**config.mk**
```make
export PLATFORM = sky130hd
export DESIGN_NAME = kbs_scanner
export DESIGN_NICKNAME = d
export VERILOG_FILES = /design/src/core/kbs_pkg.sv /design/src/core/kbs_keymap.sv /design/src/core/kbs_scanner.sv
export SDC_FILE = /design/constraint.sdc
export NUM_CORES = 1
export LEC_CHECK = 0
export BUFFER_PORTS_ARGS = -buffer_cell sky130_fd_sc_hd__buf_2
export CAP_MARGIN = 20
export CORE_MARGIN = 2
export CORE_UTILIZATION = 45
export CTS_BUF_LIST = sky130_fd_sc_hd__clkbuf_4 sky130_fd_sc_hd__clkbuf_8 sky130_fd_sc_hd__clkbuf_16
export DETAILED_ROUTE_END_ITERATION = 8
export GPL_TIMING_DRIVEN = 0
export SKIP_LAST_GASP = 1
export SYNTH_ARGS = -nofsm -noshare
export SYNTH_HDL_FRONTEND = slang
export SYNTH_SLANG_ARGS = --single-unit
```
**constraint.sdc**
```tcl
create_clock -name clk_i -period 42.9 [get_ports clk_i]
set_input_delay 2.145 -clock clk_i [delete_from_list [all_inputs] [get_ports clk_i]]
set_output_delay 2.145 -clock clk_i [all_outputs]
set_load 0.01 [all_outputs]
```
**src/core/kbs_pkg.sv**
```systemverilog
// Constants, key tables and types shared by the keyboard matrix scanner files.
// Assumes a 20 MHz system clock and a 16-column by 8-row switch matrix.

// ==========================================================================
// Package
package kbs_pkg;

	// ======================================================================
	// Timing
	localparam int CLK_PERIOD_NS = 50;
	localparam int TICK_PERIOD_US = 2500;
	localparam int TICK_CYCLES = TICK_PERIOD_US * 1000 / CLK_PERIOD_NS;
	localparam int SCAN_PERIOD_US = 12500;
	localparam int TICKS_PER_SCAN = SCAN_PERIOD_US / TICK_PERIOD_US;
	localparam int SAMPLE_WINDOW_NS = 1500;
	localparam int SAMPLE_CYCLES = (SAMPLE_WINDOW_NS / CLK_PERIOD_NS < 1) ? 1 : SAMPLE_WINDOW_NS / CLK_PERIOD_NS;

	// ======================================================================
	// Matrix geometry and row classes
	localparam int NUM_COLS = 16;
	localparam int NUM_ROWS = 8;
	localparam int NUM_KEYS = NUM_COLS * NUM_ROWS;
	localparam int ROLLOVER_MAX = 3;
	localparam logic [7:0] ROW_REGULAR = 8'h1F;
	localparam logic [7:0] ROW_UNUSED = 8'h60;
	localparam logic [7:0] ROW_MODIFIER = 8'h80;
	localparam logic [NUM_KEYS-1:0] KEY_MOD_MASK = {NUM_COLS{ROW_MODIFIER}};
	localparam logic [NUM_KEYS-1:0] KEY_UNUSED_MASK = {NUM_COLS{ROW_UNUSED}};

	// ======================================================================
	// Tick phases within one group of five
	localparam logic [2:0] PH_SCAN = 3'h0;
	localparam logic [2:0] PH_CHECK = 3'h1;
	localparam logic [2:0] PH_XLATE = 3'h2;
	localparam logic [2:0] PH_LAST = 3'(TICKS_PER_SCAN - 1);

	// ======================================================================
	// Modifier positions, all in row 7
	localparam logic [2:0] MOD_ROW = 3'h7;
	localparam logic [3:0] COL_CTRL_A = 4'h0;
	localparam logic [3:0] COL_CTRL_B = 4'h8;
	localparam logic [3:0] COL_UPPER_A = 4'h1;
	localparam logic [3:0] COL_UPPER_B = 4'h9;
	localparam logic [3:0] COL_SHIFT_A = 4'h2;
	localparam logic [3:0] COL_SHIFT_B = 4'hA;

	// ======================================================================
	// Key tables, column 0 in the top byte; zero means no character
	localparam logic [127:0] MAP_ROW_A = {8'h00, "1234567890", 40'h00};
	localparam logic [127:0] MAP_ROW_A_SHIFT = {8'h00, "!@#$%^&*()", 40'h00};
	localparam logic [127:0] MAP_ROW_B = {8'h1B, "QWERTYUIOP-=\\", 8'h08, 8'h00};
	localparam logic [127:0] MAP_ROW_C = {8'h09, "ASDFGHJKL;[]", 8'h7F, 8'h00, 8'h0D};
	localparam logic [127:0] MAP_ROW_D = {"ZXCVB NM,./'", 8'h0A, 24'h00};
	localparam logic [127:0] MAP_ROW_E = {"1234567890.", 8'h0D, ",-", 16'h00};
	localparam logic [7:0] CASE_BIT = 8'h20;
	localparam logic [7:0] CTRL_MASK = 8'h1F;

	// ======================================================================
	// Sequencer states
	typedef enum logic [3:0] {
		ST_IDLE = 4'b0001,
		ST_SCAN = 4'b0010,
		ST_CHECK = 4'b0100,
		ST_XLATE = 4'b1000
	} kbs_state_t;

	// Byte of a key table for one column
	function automatic logic [7:0] kbs_table_byte(input logic [127:0] tbl, input logic [3:0] col);
		return tbl[{~col, 3'h0} +: 8];
	endfunction : kbs_table_byte

endpackage : kbs_pkg

```
**src/core/kbs_keymap.sv**
```systemverilog
// Translation of a matrix position to a character code.
// Assumes modifier levels come from the key history of the last checked scan of the scanner.
`timescale 1ns/10ps

// ==========================================================================
// Key map
module kbs_keymap import kbs_pkg::*; (
	input wire logic [3:0] col_i, // Column of the key
	input wire logic [2:0] row_i, // Row bit of the key
	input wire logic shift_i, // Either shift key held
	input wire logic upper_i, // Uppercase latch key held
	input wire logic ctrl_i, // Either control key held
	output logic [7:0] code_o // Character code, zero for none
);

	logic [7:0] base;
	logic letter;

	// Table lookup, then case and control folding for letters only
	always_comb begin
		unique case (row_i)
			3'h0: base = shift_i ? kbs_table_byte(MAP_ROW_A_SHIFT, col_i) : kbs_table_byte(MAP_ROW_A, col_i);
			3'h1: base = kbs_table_byte(MAP_ROW_B, col_i);
			3'h2: base = kbs_table_byte(MAP_ROW_C, col_i);
			3'h3: base = kbs_table_byte(MAP_ROW_D, col_i);
			3'h4: base = kbs_table_byte(MAP_ROW_E, col_i);
			default: base = 8'h00; // Unused rows and modifiers give no character
		endcase
		letter = (base >= "A") && (base <= "Z");
		code_o = base;
		if (letter && ctrl_i) begin
			code_o = base & CTRL_MASK;
		end else if (letter && !(shift_i || upper_i)) begin
			code_o = base | CASE_BIT;
		end
	end

endmodule : kbs_keymap

```
**src/core/kbs_scanner.sv**
```systemverilog
// Keyboard matrix scanner: tick timer, column scan, history, rollover check and translation.
// Assumes a passive switch matrix on the column address and row pins, and a consumer on the same clock.
//
// How it works
// Every key position is sampled once per 12.5 ms, so each key is looked at eighty times a second.
// An accepted key is translated through a table to a character code and handed out, the at-sign giving 40 hex.
// A key that was already down two scans before is old and never entered again.
// Each column is sampled once at the end of a 1.5 us window, so a bouncing contact is caught next scan.
// Up to three regular keys down at once are accepted together.
// Keys new in different scans come out in press order, keys new in one scan in ascending address order.
// A scan with four or more regular closures has all its regular closures discarded.
// Row 7 modifiers are accepted alongside regular keys and never counted toward the limit.
// A new key is entered only once it is also seen in the next scan.
// The matrix scan runs on every fifth tick.
// The next two ticks of the group run the closure count check and translation; the last two ticks start nothing.
// The matrix answers 16 column addresses with one byte of eight rows each.
// A closed switch reads as one and an open switch as zero.
// Row bits 5 and 6 are ignored.
// The pacing tick recurs every 2.5 ms.
// Two history bits per position are kept and updated after each complete scan.
`timescale 1ns/10ps

// ==========================================================================
// Scanner top
module kbs_scanner import kbs_pkg::*; #(
	parameter int TICK_CYCLES_P = TICK_CYCLES // Clock cycles per tick
) (
	input wire logic clk_i, // System clock, 20 MHz
	input wire logic resetn_i, // Asynchronous reset, active low
	input wire logic ce_i, // Clock enable, freezes all state when low
	input wire logic [7:0] row_i, // Row pins of the addressed column
	output logic [3:0] col_o, // Column address to the matrix
	output logic col_en_o, // Column address valid, high during a scan
	output logic [7:0] code_o, // Character code
	output logic code_valid_o, // Code valid, held until taken
	input wire logic code_ready_i, // Consumer takes the code
	output logic overflow_o // Last checked scan had too many regular keys
);

	localparam int TICK_W = $clog2(TICK_CYCLES_P + 1);
	localparam int WIN_M1 = SAMPLE_CYCLES - 1;
	localparam logic [4:0] WIN_LAST = 5'(SAMPLE_CYCLES - 1);

	kbs_state_t state_q;
	logic [TICK_W-1:0] tick_cnt_q;
	logic tick_q;
	logic [2:0] phase_q;
	logic [7:0] row_s1_q, row_s2_q, row_s3_q, row_filt_q;
	logic [3:0] col_q;
	logic [4:0] win_q;
	logic col_en_q;
	logic [NUM_KEYS-1:0] cur_q, hist1_q, hist2_q, pend_q, eff_w;
	logic [6:0] idx_q;
	logic [7:0] code_q, map_w, count_w;
	logic code_valid_q, ovf_q, ovf_w, sample_w, scan_last_w, xl_step_w, hit_w;

	// Closed regular keys of one scan, modifiers and unused rows left out
	function automatic logic [7:0] kbs_count_regular(input logic [NUM_KEYS-1:0] v);
		logic [7:0] n;
		n = 8'h00;
		for (int c = 0; c < NUM_COLS; c++) begin
			for (int r = 0; r < NUM_ROWS; r++) begin
				if (ROW_REGULAR[r] && v[c*NUM_ROWS+r]) begin
					n = n + 8'h01;
				end
			end
		end
		return n;
	endfunction : kbs_count_regular

	// ======================================================================
	// Tick timer and phase within the group of five
	always_ff @(posedge clk_i or negedge resetn_i) begin
		if (!resetn_i) begin
			tick_cnt_q <= '0;
			tick_q <= 1'b0;
		end else if (ce_i) begin
			if (tick_cnt_q == TICK_W'(TICK_CYCLES_P - 1)) begin
				tick_cnt_q <= '0;
				tick_q <= 1'b1;
			end else begin
				tick_cnt_q <= tick_cnt_q + TICK_W'(1);
				tick_q <= 1'b0;
			end
		end
	end

	// Phase wraps after five ticks, giving one scan per 12.5 ms
	always_ff @(posedge clk_i or negedge resetn_i) begin
		if (!resetn_i) begin
			phase_q <= PH_SCAN;
		end else if (ce_i && tick_q) begin
			phase_q <= (phase_q == PH_LAST) ? PH_SCAN : phase_q + 3'h1;
		end
	end

	// ======================================================================
	// Row pin synchroniser; a change counts once stages two and three agree
	always_ff @(posedge clk_i or negedge resetn_i) begin
		if (!resetn_i) begin
			row_s1_q <= 8'h00;
			row_s2_q <= 8'h00;
			row_s3_q <= 8'h00;
			row_filt_q <= 8'h00;
		end else if (ce_i) begin
			row_s1_q <= row_i;
			row_s2_q <= row_s1_q;
			row_s3_q <= row_s2_q;
			if (row_s2_q == row_s3_q) begin
				row_filt_q <= row_s3_q;
			end
		end
	end

	// ======================================================================
	// Sequencer; a tick that finds it busy is skipped
	assign scan_last_w = (state_q == ST_SCAN) && (col_q == 4'hF) && (win_q == WIN_LAST);
	assign xl_step_w = (state_q == ST_XLATE) && (!code_valid_q || code_ready_i);

	always_ff @(posedge clk_i or negedge resetn_i) begin
		if (!resetn_i) begin
			state_q <= ST_IDLE;
			col_en_q <= 1'b0;
		end else if (ce_i) begin
			unique case (state_q)
				ST_IDLE: begin
					if (tick_q && phase_q == PH_SCAN) begin
						state_q <= ST_SCAN;
						col_en_q <= 1'b1;
					end else if (tick_q && phase_q == PH_CHECK) begin
						state_q <= ST_CHECK;
					end else if (tick_q && phase_q == PH_XLATE) begin
						state_q <= ST_XLATE;
					end
				end
				ST_SCAN: begin
					if (scan_last_w) begin
						state_q <= ST_IDLE;
						col_en_q <= 1'b0;
					end
				end
				ST_CHECK: begin
					state_q <= ST_IDLE;
				end
				ST_XLATE: begin
					if (xl_step_w && idx_q == 7'h7F) begin
						state_q <= ST_IDLE;
					end
				end
				default: begin
					state_q <= ST_IDLE; // Illegal one-hot code recovers
					col_en_q <= 1'b0;
				end
			endcase
		end
	end

	// ======================================================================
	// Column walk: each column held for the sample window, sampled once at its end
	assign sample_w = (state_q == ST_SCAN) && (win_q == WIN_LAST);

	always_ff @(posedge clk_i or negedge resetn_i) begin
		if (!resetn_i) begin
			col_q <= 4'h0;
			win_q <= 5'h00;
		end else if (ce_i) begin
			if (state_q != ST_SCAN) begin
				col_q <= 4'h0;
				win_q <= 5'h00;
			end else if (win_q == WIN_LAST) begin
				win_q <= 5'h00;
				col_q <= col_q + 4'h1;
			end else begin
				win_q <= win_q + 5'h01;
			end
		end
	end

	// Short sampling instant; a contact bouncing open here is simply seen next scan
	always_ff @(posedge clk_i or negedge resetn_i) begin
		if (!resetn_i) begin
			cur_q <= '0;
		end else if (ce_i && sample_w) begin
			cur_q[{col_q, 3'h0} +: 8] <= row_filt_q & ~ROW_UNUSED;
		end
	end

	// ======================================================================
	// Closure count check and history update
	assign count_w = kbs_count_regular(cur_q);
	assign ovf_w = count_w > 8'(ROLLOVER_MAX);
	assign eff_w = ovf_w ? (cur_q & KEY_MOD_MASK) : cur_q;

	always_ff @(posedge clk_i or negedge resetn_i) begin
		if (!resetn_i) begin
			hist1_q <= '0;
			hist2_q <= '0;
			ovf_q <= 1'b0;
		end else if (ce_i && state_q == ST_CHECK) begin
			hist2_q <= hist1_q;
			hist1_q <= eff_w;
			ovf_q <= ovf_w;
		end
	end

	// Pending keys: seen in the last two scans but not in the one before
	always_ff @(posedge clk_i or negedge resetn_i) begin
		if (!resetn_i) begin
			pend_q <= '0;
		end else if (ce_i) begin
			if (state_q == ST_CHECK) begin
				pend_q <= eff_w & hist1_q & ~hist2_q;
			end else if (xl_step_w) begin
				pend_q[idx_q] <= 1'b0;
			end
		end
	end

	// ======================================================================
	// Translation walk in ascending address order, stalled by the consumer
	assign hit_w = pend_q[idx_q] && (map_w != 8'h00);

	kbs_keymap u_keymap (
		.col_i(idx_q[6:3]),
		.row_i(idx_q[2:0]),
		.shift_i(hist1_q[{COL_SHIFT_A, MOD_ROW}] | hist1_q[{COL_SHIFT_B, MOD_ROW}]),
		.upper_i(hist1_q[{COL_UPPER_A, MOD_ROW}] | hist1_q[{COL_UPPER_B, MOD_ROW}]),
		.ctrl_i(hist1_q[{COL_CTRL_A, MOD_ROW}] | hist1_q[{COL_CTRL_B, MOD_ROW}]),
		.code_o(map_w)
	);

	always_ff @(posedge clk_i or negedge resetn_i) begin
		if (!resetn_i) begin
			idx_q <= 7'h00;
		end else if (ce_i) begin
			if (state_q != ST_XLATE) begin
				idx_q <= 7'h00;
			end else if (xl_step_w) begin
				idx_q <= idx_q + 7'h01;
			end
		end
	end

	// Output holds until taken, so nothing is lost to a slow consumer
	always_ff @(posedge clk_i or negedge resetn_i) begin
		if (!resetn_i) begin
			code_q <= 8'h00;
			code_valid_q <= 1'b0;
		end else if (ce_i) begin
			if (xl_step_w && hit_w) begin
				code_q <= map_w;
				code_valid_q <= 1'b1;
			end else if (code_ready_i) begin
				code_valid_q <= 1'b0;
			end
		end
	end

	assign col_o = col_q;
	assign col_en_o = col_en_q;
	assign code_o = code_q;
	assign code_valid_o = code_valid_q;
	assign overflow_o = ovf_q;

	// ======================================================================
	// Assertions
	a_tick_spacing: assert property (@(posedge clk_i iff ce_i) disable iff (!resetn_i)
		tick_q |=> (!tick_q) [*8]) else $error("ticks too close");

	a_scan_fifth: assert property (@(posedge clk_i iff ce_i) disable iff (!resetn_i)
		(state_q == ST_SCAN && $past(state_q) == ST_IDLE) |-> $past(tick_q) && $past(phase_q) == PH_SCAN)
		else $error("scan started off the fifth tick");

	a_followup_tick: assert property (@(posedge clk_i iff ce_i) disable iff (!resetn_i)
		(state_q == ST_CHECK) |-> $past(tick_q) && $past(phase_q) == PH_CHECK) else $error("check off its tick");

	a_window_hold: assert property (@(posedge clk_i iff ce_i) disable iff (!resetn_i)
		(state_q == ST_SCAN && win_q == 5'h00) |-> ##WIN_M1 (sample_w && $stable(col_q)))
		else $error("sample window wrong length");

	a_scan_complete: assert property (@(posedge clk_i iff ce_i) disable iff (!resetn_i)
		(state_q == ST_SCAN && col_q == 4'hF && win_q == WIN_LAST) |=> state_q == ST_IDLE && !col_en_o && col_q == 4'h0)
		else $error("scan did not end after column 15");

	a_rows_masked: assert property (@(posedge clk_i iff ce_i) disable iff (!resetn_i)
		(cur_q & KEY_UNUSED_MASK) == '0) else $error("unused row stored");

	a_no_reentry: assert property (@(posedge clk_i iff ce_i) disable iff (!resetn_i)
		(state_q == ST_CHECK) |=> (pend_q & $past(hist2_q)) == '0) else $error("old key re-entered");

	a_confirm_two: assert property (@(posedge clk_i iff ce_i) disable iff (!resetn_i)
		(state_q == ST_CHECK) |=> (pend_q & ~$past(hist1_q)) == '0 && (pend_q & ~hist1_q) == '0)
		else $error("key entered without confirmation");

	a_rollover_ok: assert property (@(posedge clk_i iff ce_i) disable iff (!resetn_i)
		(state_q == ST_CHECK && count_w <= 8'h03) |=> pend_q == ($past(cur_q) & $past(hist1_q) & ~$past(hist2_q)) && !ovf_q)
		else $error("rollover keys dropped");

	a_overflow_drop: assert property (@(posedge clk_i iff ce_i) disable iff (!resetn_i)
		(state_q == ST_CHECK && count_w >= 8'h04) |=> (pend_q & ~KEY_MOD_MASK) == '0 && ovf_q)
		else $error("overflow scan not discarded");

	a_mods_kept: assert property (@(posedge clk_i iff ce_i) disable iff (!resetn_i)
		(state_q == ST_CHECK) |=> (hist1_q & KEY_MOD_MASK) == ($past(cur_q) & KEY_MOD_MASK))
		else $error("modifier lost in check");

	a_ascending: assert property (@(posedge clk_i iff ce_i) disable iff (!resetn_i)
		(state_q == ST_XLATE) |-> (pend_q & ((128'h1 << idx_q) - 128'h1)) == '0) else $error("walk out of order");

	a_code_out: assert property (@(posedge clk_i iff ce_i) disable iff (!resetn_i)
		(xl_step_w && hit_w) |=> code_valid_o && code_o == $past(map_w) && code_o != 8'h00)
		else $error("code not presented");

endmodule : kbs_scanner

```
=== Yosys cells after proc, flatten, opt, wreduce, memory -nomap -nowiden ===
Cells that the tools add are included.

* Bits in registers: 595
* Input port bits: 12
* Output and inout port bits: 15
* Logic and storage cells: 298

* Add/subtract/negate cells: 85
* Order comparisons: 5
* Equal/unequal tests: 22
* Shift-type cells: 8
* Muxes and demuxes: 112
* Bitwise operators: 10
* Reduce and logical (&&, ||, !) cells: 37

{| class="wikitable"
|+ Operators by type and width
! cell !! number
|-
| 128-bit by 8-bit variable part select with 8-bit output (first input constant) || 6
|-
| 8-bit 2-to-1 mux || 81
|-
| 8-bit by 1-bit adder with 8-bit output (second input constant) || 79
|-
| 128-bit AND || 3
|-
| 128-bit 2-to-1 mux || 2
|-
| 128-bit inverter || 2
|-
| 128-bit bitwise mux || 1
|-
| 8-bit by 9-bit variable shift with 128-bit output (first input constant) || 1
|-
| 8-bit by 9-bit variable part select with 128-bit output || 1
|-
| 127-bit 2-to-1 mux || 1
|-
| 8-bit case mux with 5 select lines || 1
|-
| 4-bit 2-to-1 mux || 7
|-
| 1-bit logical AND || 17
|-
| 16-bit by 1-bit adder with 16-bit output (second input constant) || 1
|-
| 16-bit == test (second input constant) || 1
|-
| 16-bit 2-to-1 mux || 1
|-
| 7-bit 2-to-1 mux || 2
|-
| 4-bit case mux with 3 select lines || 1
|-
| 2-bit AND reduction || 6
|-
| 5-bit 2-to-1 mux || 2
|-
| 3-bit by 2-bit == test with 1-bit output (second input constant) || 3
|-
| 7-bit negation with 9-bit output || 1
|-
| 4-bit == test (second input constant) || 2
|-
| 8-bit == test || 1
|-
| other kinds (36) || 56
|}

=== Depth between registers and ports, before layout ===
* Depth after elaboration: 164
* Gate-level depth with buffers: 237
* Mapped depth without buffers: 235

=== Modules after synthesis ===
From an unflattened synthesis, not the netlist that was laid out.

* Cells, all modules: 4107
* Area total of the unflattened synthesis: 38175.4 sq um

{| class="wikitable"
|+ Modules (own cells, without submodules)
! module !! instances !! cells an instance !! area each (sq um)
|-
| kbs_scanner || 1 || 3898 || 36860.4
|-
| kbs_keymap || 1 || 209 || 1315.0
|}

=== Worst setup path after synthesis ===
OpenSTA, ideal clock, no wires.

* Path type: register -> register
* Start: register cur_q[0]
* End: register hist1_q[33]
* Setup time: 0.066 ns
* Data arrival time: 45.429 ns
* Slack: -2.595 ns
* Cell stages (with the launch flop): 237
* Buffers on the path: 2
* Clock period less this slack: 45.495 ns
* Path through: dfrtp_1 inv_1 ha_1 buf_4 xnor3_2 inv_4 ha_1 o21a_1 ha_1 nand2_1 o41ai_1 or2_2 ha_1 nand2b_1 o21a_1 ha_1 mux2_2 o41ai_1 [201 not listed] mux2_2 ha_1 mux2_2 ha_1 mux2_2 ha_1 mux2_2 ha_1 mux2_2 ha_1 a21oi_1 a21o_1 nand3_1 a21oi_1 nand2_1 o32ai_4 buf_6 a22o_1

* Longest elaborated chain between the ends: 161

{| class="wikitable"
|+ RTL lines
! element !! RTL line !! text
|-
| start: declaration || kbs_scanner.sv:52 || <nowiki>logic [NUM_KEYS-1:0] cur_q, hist1_q, hist2_q, pend_q, eff_w;</nowiki>
|-
| start signal: indexed assignment || kbs_scanner.sv:184 || <nowiki>cur_q[{col_q, 3'h0} +: 8] <= row_filt_q & ~ROW_UNUSED;</nowiki>
|-
| 1-bit 2-to-1 mux * || kbs_scanner.sv:63 || <nowiki>if (ROW_REGULAR[r] && v[c*NUM_ROWS+r]) begin</nowiki>
|-
| 8-bit by 1-bit adder with 8-bit output || kbs_scanner.sv:64 || <nowiki>n = n + 8'h01;</nowiki>
|-
| 8-bit 2-to-1 mux * || kbs_scanner.sv:63 ||
|-
| 8-bit by 1-bit adder with 8-bit output || kbs_scanner.sv:64 ||
|-
| 8-bit 2-to-1 mux * || kbs_scanner.sv:63 ||
|-
| 8-bit by 1-bit adder with 8-bit output || kbs_scanner.sv:64 ||
|-
| 8-bit 2-to-1 mux * || kbs_scanner.sv:63 ||
|-
| 8-bit by 1-bit adder with 8-bit output || kbs_scanner.sv:64 ||
|-
| [145 not listed] || -- ||
|-
| 8-bit by 1-bit adder with 8-bit output || kbs_scanner.sv:64 ||
|-
| 8-bit 2-to-1 mux * || kbs_scanner.sv:63 ||
|-
| 8-bit by 1-bit adder with 8-bit output || kbs_scanner.sv:64 ||
|-
| 8-bit 2-to-1 mux * || kbs_scanner.sv:63 ||
|-
| 8-bit by 1-bit adder with 8-bit output || kbs_scanner.sv:64 ||
|-
| 8-bit 2-to-1 mux * || kbs_scanner.sv:63 ||
|-
| 8-bit by 2-bit greater-than comparator with 1-bit output * || kbs_scanner.sv:191 || <nowiki>assign ovf_w = count_w > 8'(ROLLOVER_MAX);</nowiki>
|-
| 127-bit 2-to-1 mux * || kbs_scanner.sv:192 || <nowiki>assign eff_w = ovf_w ? (cur_q & KEY_MOD_MASK) : cur_q;</nowiki>
|-
| end signal: assignment || kbs_scanner.sv:201 || <nowiki>hist1_q <= eff_w;</nowiki>
|-
| end: declaration || kbs_scanner.sv:52 ||
|}

Mark *: on every way between the ends. The rest lies on a longest branch, timed or not.
A chain may end at the register's enable or synchronous reset.

=== Worst setup path after layout ===
* Start: register cur_q[0]
* End: register hist1_q[97]

The elaborated chain is that of the path after synthesis.

==> results by group <==
Status
  • Status: finished clean

Synthesis
  • Cell with the most instances after synthesis: nand2_1
  • Ys async rst share: 100%
  • EDFF count, synth: 0
  • Average cell area after synthesis: about 9.3 um^2
  • Register bit total from synthesis: 496
  • Synth top area share: 32.9%
  • Synth top cells by count: 503 x nand2_1, 495 x dfrtp_1, 309 x o21ai_0
  • Post-synth net total: ~4200
  • Synthesized instance count: roughly 4000
  • Ys flop type: dfrtp_1
  • Ranking of synthesized cells by area: dfrtp_1 33%, mux2_2 6.5%, xnor2_1 5.7%
  • Synth area leader: dfrtp_1
  • Seq/Total Area, Yosys: between 30 and 40%
  • Yosys warnings: 0
  • Count of different cell masters after synthesis: 124
  • Post-synthesis cell area: ~38000 um^2

Global routing
  • Grt ovf: 0
  • Total track usage: between 20% and 30%
  • Grt met1 use: between 30% and 40%
  • Initial antenna violation count: 10
  • Vias in the first global route: roughly 30000
  • Most used routing layer: met2
  • Met2 Use GR: between 40 and 50%
  • First-pass GRT wire length: around 170000 um
  • Pin count of the biggest net entering global routing: roughly 120
  • Met3 Use GR: ~2.7%

Die
  • Die Wd: a little under 300 um
  • Die Y: 293 um
  • Starting Density: 45.2%
  • Num rows: between 100 and 150
  • I/O pin count: 27
  • Core ar.: approximately 83000 um^2
  • Die ar.: between 80000 and 90000 um^2

Worst setup path
  • Slowest CP cell: or4_4
  • Crit Path Class: reg -> reg
  • CP Capture Type: flip-flop
  • Crit-path max FO: 6
  • Startpoint Class: flip-flop
  • CP peak stage delay: 520 ps
  • CP Data Required Time: around 43000 ps
  • Crit-path most repeated cell: ha_4
  • Arr. time, crit path: 42680 ps

Clocking
  • Clock root cell: clkbuf_16
  • H-tree depth: 2
  • CTS buffer count: 53
  • CTS Hold Bufs: 0
  • Clock-pin slew on the worst setup and hold paths: 60 ps
  • CTS tree: built
  • Max Buffers Root-to-Sink: 3
  • Clock Sinks: approximately 500
  • Worst-Skew Late Latency: 630 ps

Power
  • VDD IR max: slightly above 0.00003 V
  • Power Total: slightly below 1 mW
  • PD cells: approximately 23 nW/um^2
  • Leak pwr: about 19 nW

Finish
  • # fillers: between 7000 and 8000
  • Area growth syn-to-layout: 16.4%
  • Area of the multi-input gates: between 20000 and 25000 um^2
  • Post-layout util: between 50% and 60%
  • Layout cell share with drive strength beyond 1: between 20% and 30%
  • Fin nets: roughly 4400
  • Finished layout cell area: approximately 44000 um^2
  • Register Area: about 12000 um^2
  • Final non-filler cell total: roughly 5400

Hold path
  • HP Class: reg -> reg

Timing
  • Clock Skew: 27.5 ps
  • Slew HR: 27.4%
  • Pins Over Slew Limit: 0
  • Hold Slack: between 400 and 500 ps
  • Final Hold Viols: 0
  • Fin crit period: 42190 ps
  • Final Setup Violations: 0
  • Worst-margin pin slew: roughly 1100 ps
  • F_max: 23.7 MHz
  • Crit share post-route: between 90% and 100%
  • RSZ-0062 raised after global routing: true

Routing
  • DRT iter0 DRCs: around 2600
  • Pre-antenna DRT Iters: 5
  • Total number of vias: 31668
  • Via density: 5.90
  • Drt drc: 0
  • Total Wirelength: approximately 110000 um
  • Antenna Nets Post-Route: 0
  • Post-DR wirelength/cell: 20.7 um

Placement
  • Area of placed instances: 39700 um^2
  • Hpwl dp: between 80000 and 90000 um
  • Port bufs: 25
  • RePlAce Congestion: 0.914
  • Dpl cells: a little over 5000

Job
  • Max Cap Violations: 0
==> layer usage <==
layer | vias to the layer above | share of wire, %
li1 | 15097 | -
met1 | 15532 | 46
met2 | 851 | 45
met3 | 184 | 5.5
met4 | 4 | 2.9
met5 | - | 0.022
==> registers in the layout, summed over array words and instances, names as in the netlist <==
register,count
cur_q,96
row_s3_q,8
row_s2_q,8
hist2_q,96
tick_q,1
overflow_o,1
tick_cnt_q,16
row_s1_q,8
hist1_q,96
win_q,5
state_q,4
row_filt_q,6
code_valid_o,1
col_o,4
idx_q,7
col_en_o,1
pend_q,128
phase_q,3
code_o,7
==> placed cells by master (no fill, tap or decap), drive strengths merged, types with 22 or more instances in the layout <==
master / instances
nand2: 504
dfrtp: 495
o21ai: 321
xnor2: 276
buf: 255
mux2: 218
clkbuf: 211
nor2: 210
a22o: 163
xor2: 162
nand3: 128
a21oi: 124
ha: 98
inv: 97
o22ai: 91
and4b: 83
nor3: 67
a31oi: 48
nand2b: 46
nor2b: 44
nand4: 40
o31ai: 38
mux2i: 38
and3: 37
a21boi: 37
xnor3: 34
and2: 33
o211ai: 27
nor4: 26
a21o: 23
or2: 22
==> critical path: cells and delay by family (launching register included) <==
family,cells,cell delay (ps)
simple gates,65,7220
compound gates,53,6540
xor+xnor,1,180
flops,1,430
mux,27,6940
fa+ha+maj,75,18990
buf+inv,16,1670
==> final cells by class <==
class | count | area share (%)
Multi-Input combinational cell | 3206 | 56.8
Sequential cell | 496 | 28.4
Clock buffer | 83 | 3.66
Buffer | 244 | 3.60
Timing Repair Buffer | 149 | 3.24
Tap cell | 1080 | 3.09
Inverter | 97 | 0.866
Clock inverter | 9 | 0.323
Antenna cell | 6 | 0.0343
==> timing repair <==
action,4_1_cts,5_1_grt
setup endpoints to repair,161,161
resized for setup,17,246
pin swaps,8,136
buffers inserted,24,79
gates cloned,0,11
==> final timing paths <==
check | from | to | slack [ps] | cells after the start
setup / recovery | cur_q[0]$_DFFE_PN0P_ | hist1_q[97]$_DFFE_PN0P_ | 710 | 237
hold / removal | hist2_q[63]$_DFFE_PN0P_ | pend_q[63]$_DFFE_PN0P_ | 450 | 1
setup reg to reg | cur_q[0]$_DFFE_PN0P_ | hist1_q[97]$_DFFE_PN0P_ | 710 | 237
hold reg to reg | hist2_q[63]$_DFFE_PN0P_ | pend_q[63]$_DFFE_PN0P_ | 450 | 1
max in group asynchronous | resetn_i | cur_q[100]$_DFFE_PN0P_ | 39920 | 3
min in group asynchronous | resetn_i | cur_q[3]$_DFFE_PN0P_ | 1490 | 1
==> logic make-up (layout without fill, tap and decap cells) <==
group,Yosys count,count (layout),share of synthesized area (%)
XOR/XNOR,481,481,14.4
adder cells (fa/ha/maj),104,104,3.42
buffers and inverters,341,582,4.80
AND/OR/NAND/NOR,1340,1340,18.3
flip-flops,496,496,33.0
AO/OA/AOI/OAI,1019,1019,18.2
multiplexers,261,261,7.87
other,1,7,0.00997
==> where the power goes <==
| part | internal (mW) | total (mW) | switching (mW) |
|---|---|---|---|
| Sequential | 0.476 | 0.484 | 0.00826 |
| Combinational | 0.0134 | 0.0436 | 0.0302 |
| Clock | 0.269 | 0.466 | 0.197 |
==> metrics by stage <==
stage                     setup TNS, ps  worst slack (ps)
after floorplan                       0              35.5
after global placement          -569600             -3710
after detailed placement        -642360             -4170
after CTS                       -428330             -2700
after global routing             -97780              -723
final                                 0               714
(Power assumes the default switching activity.)
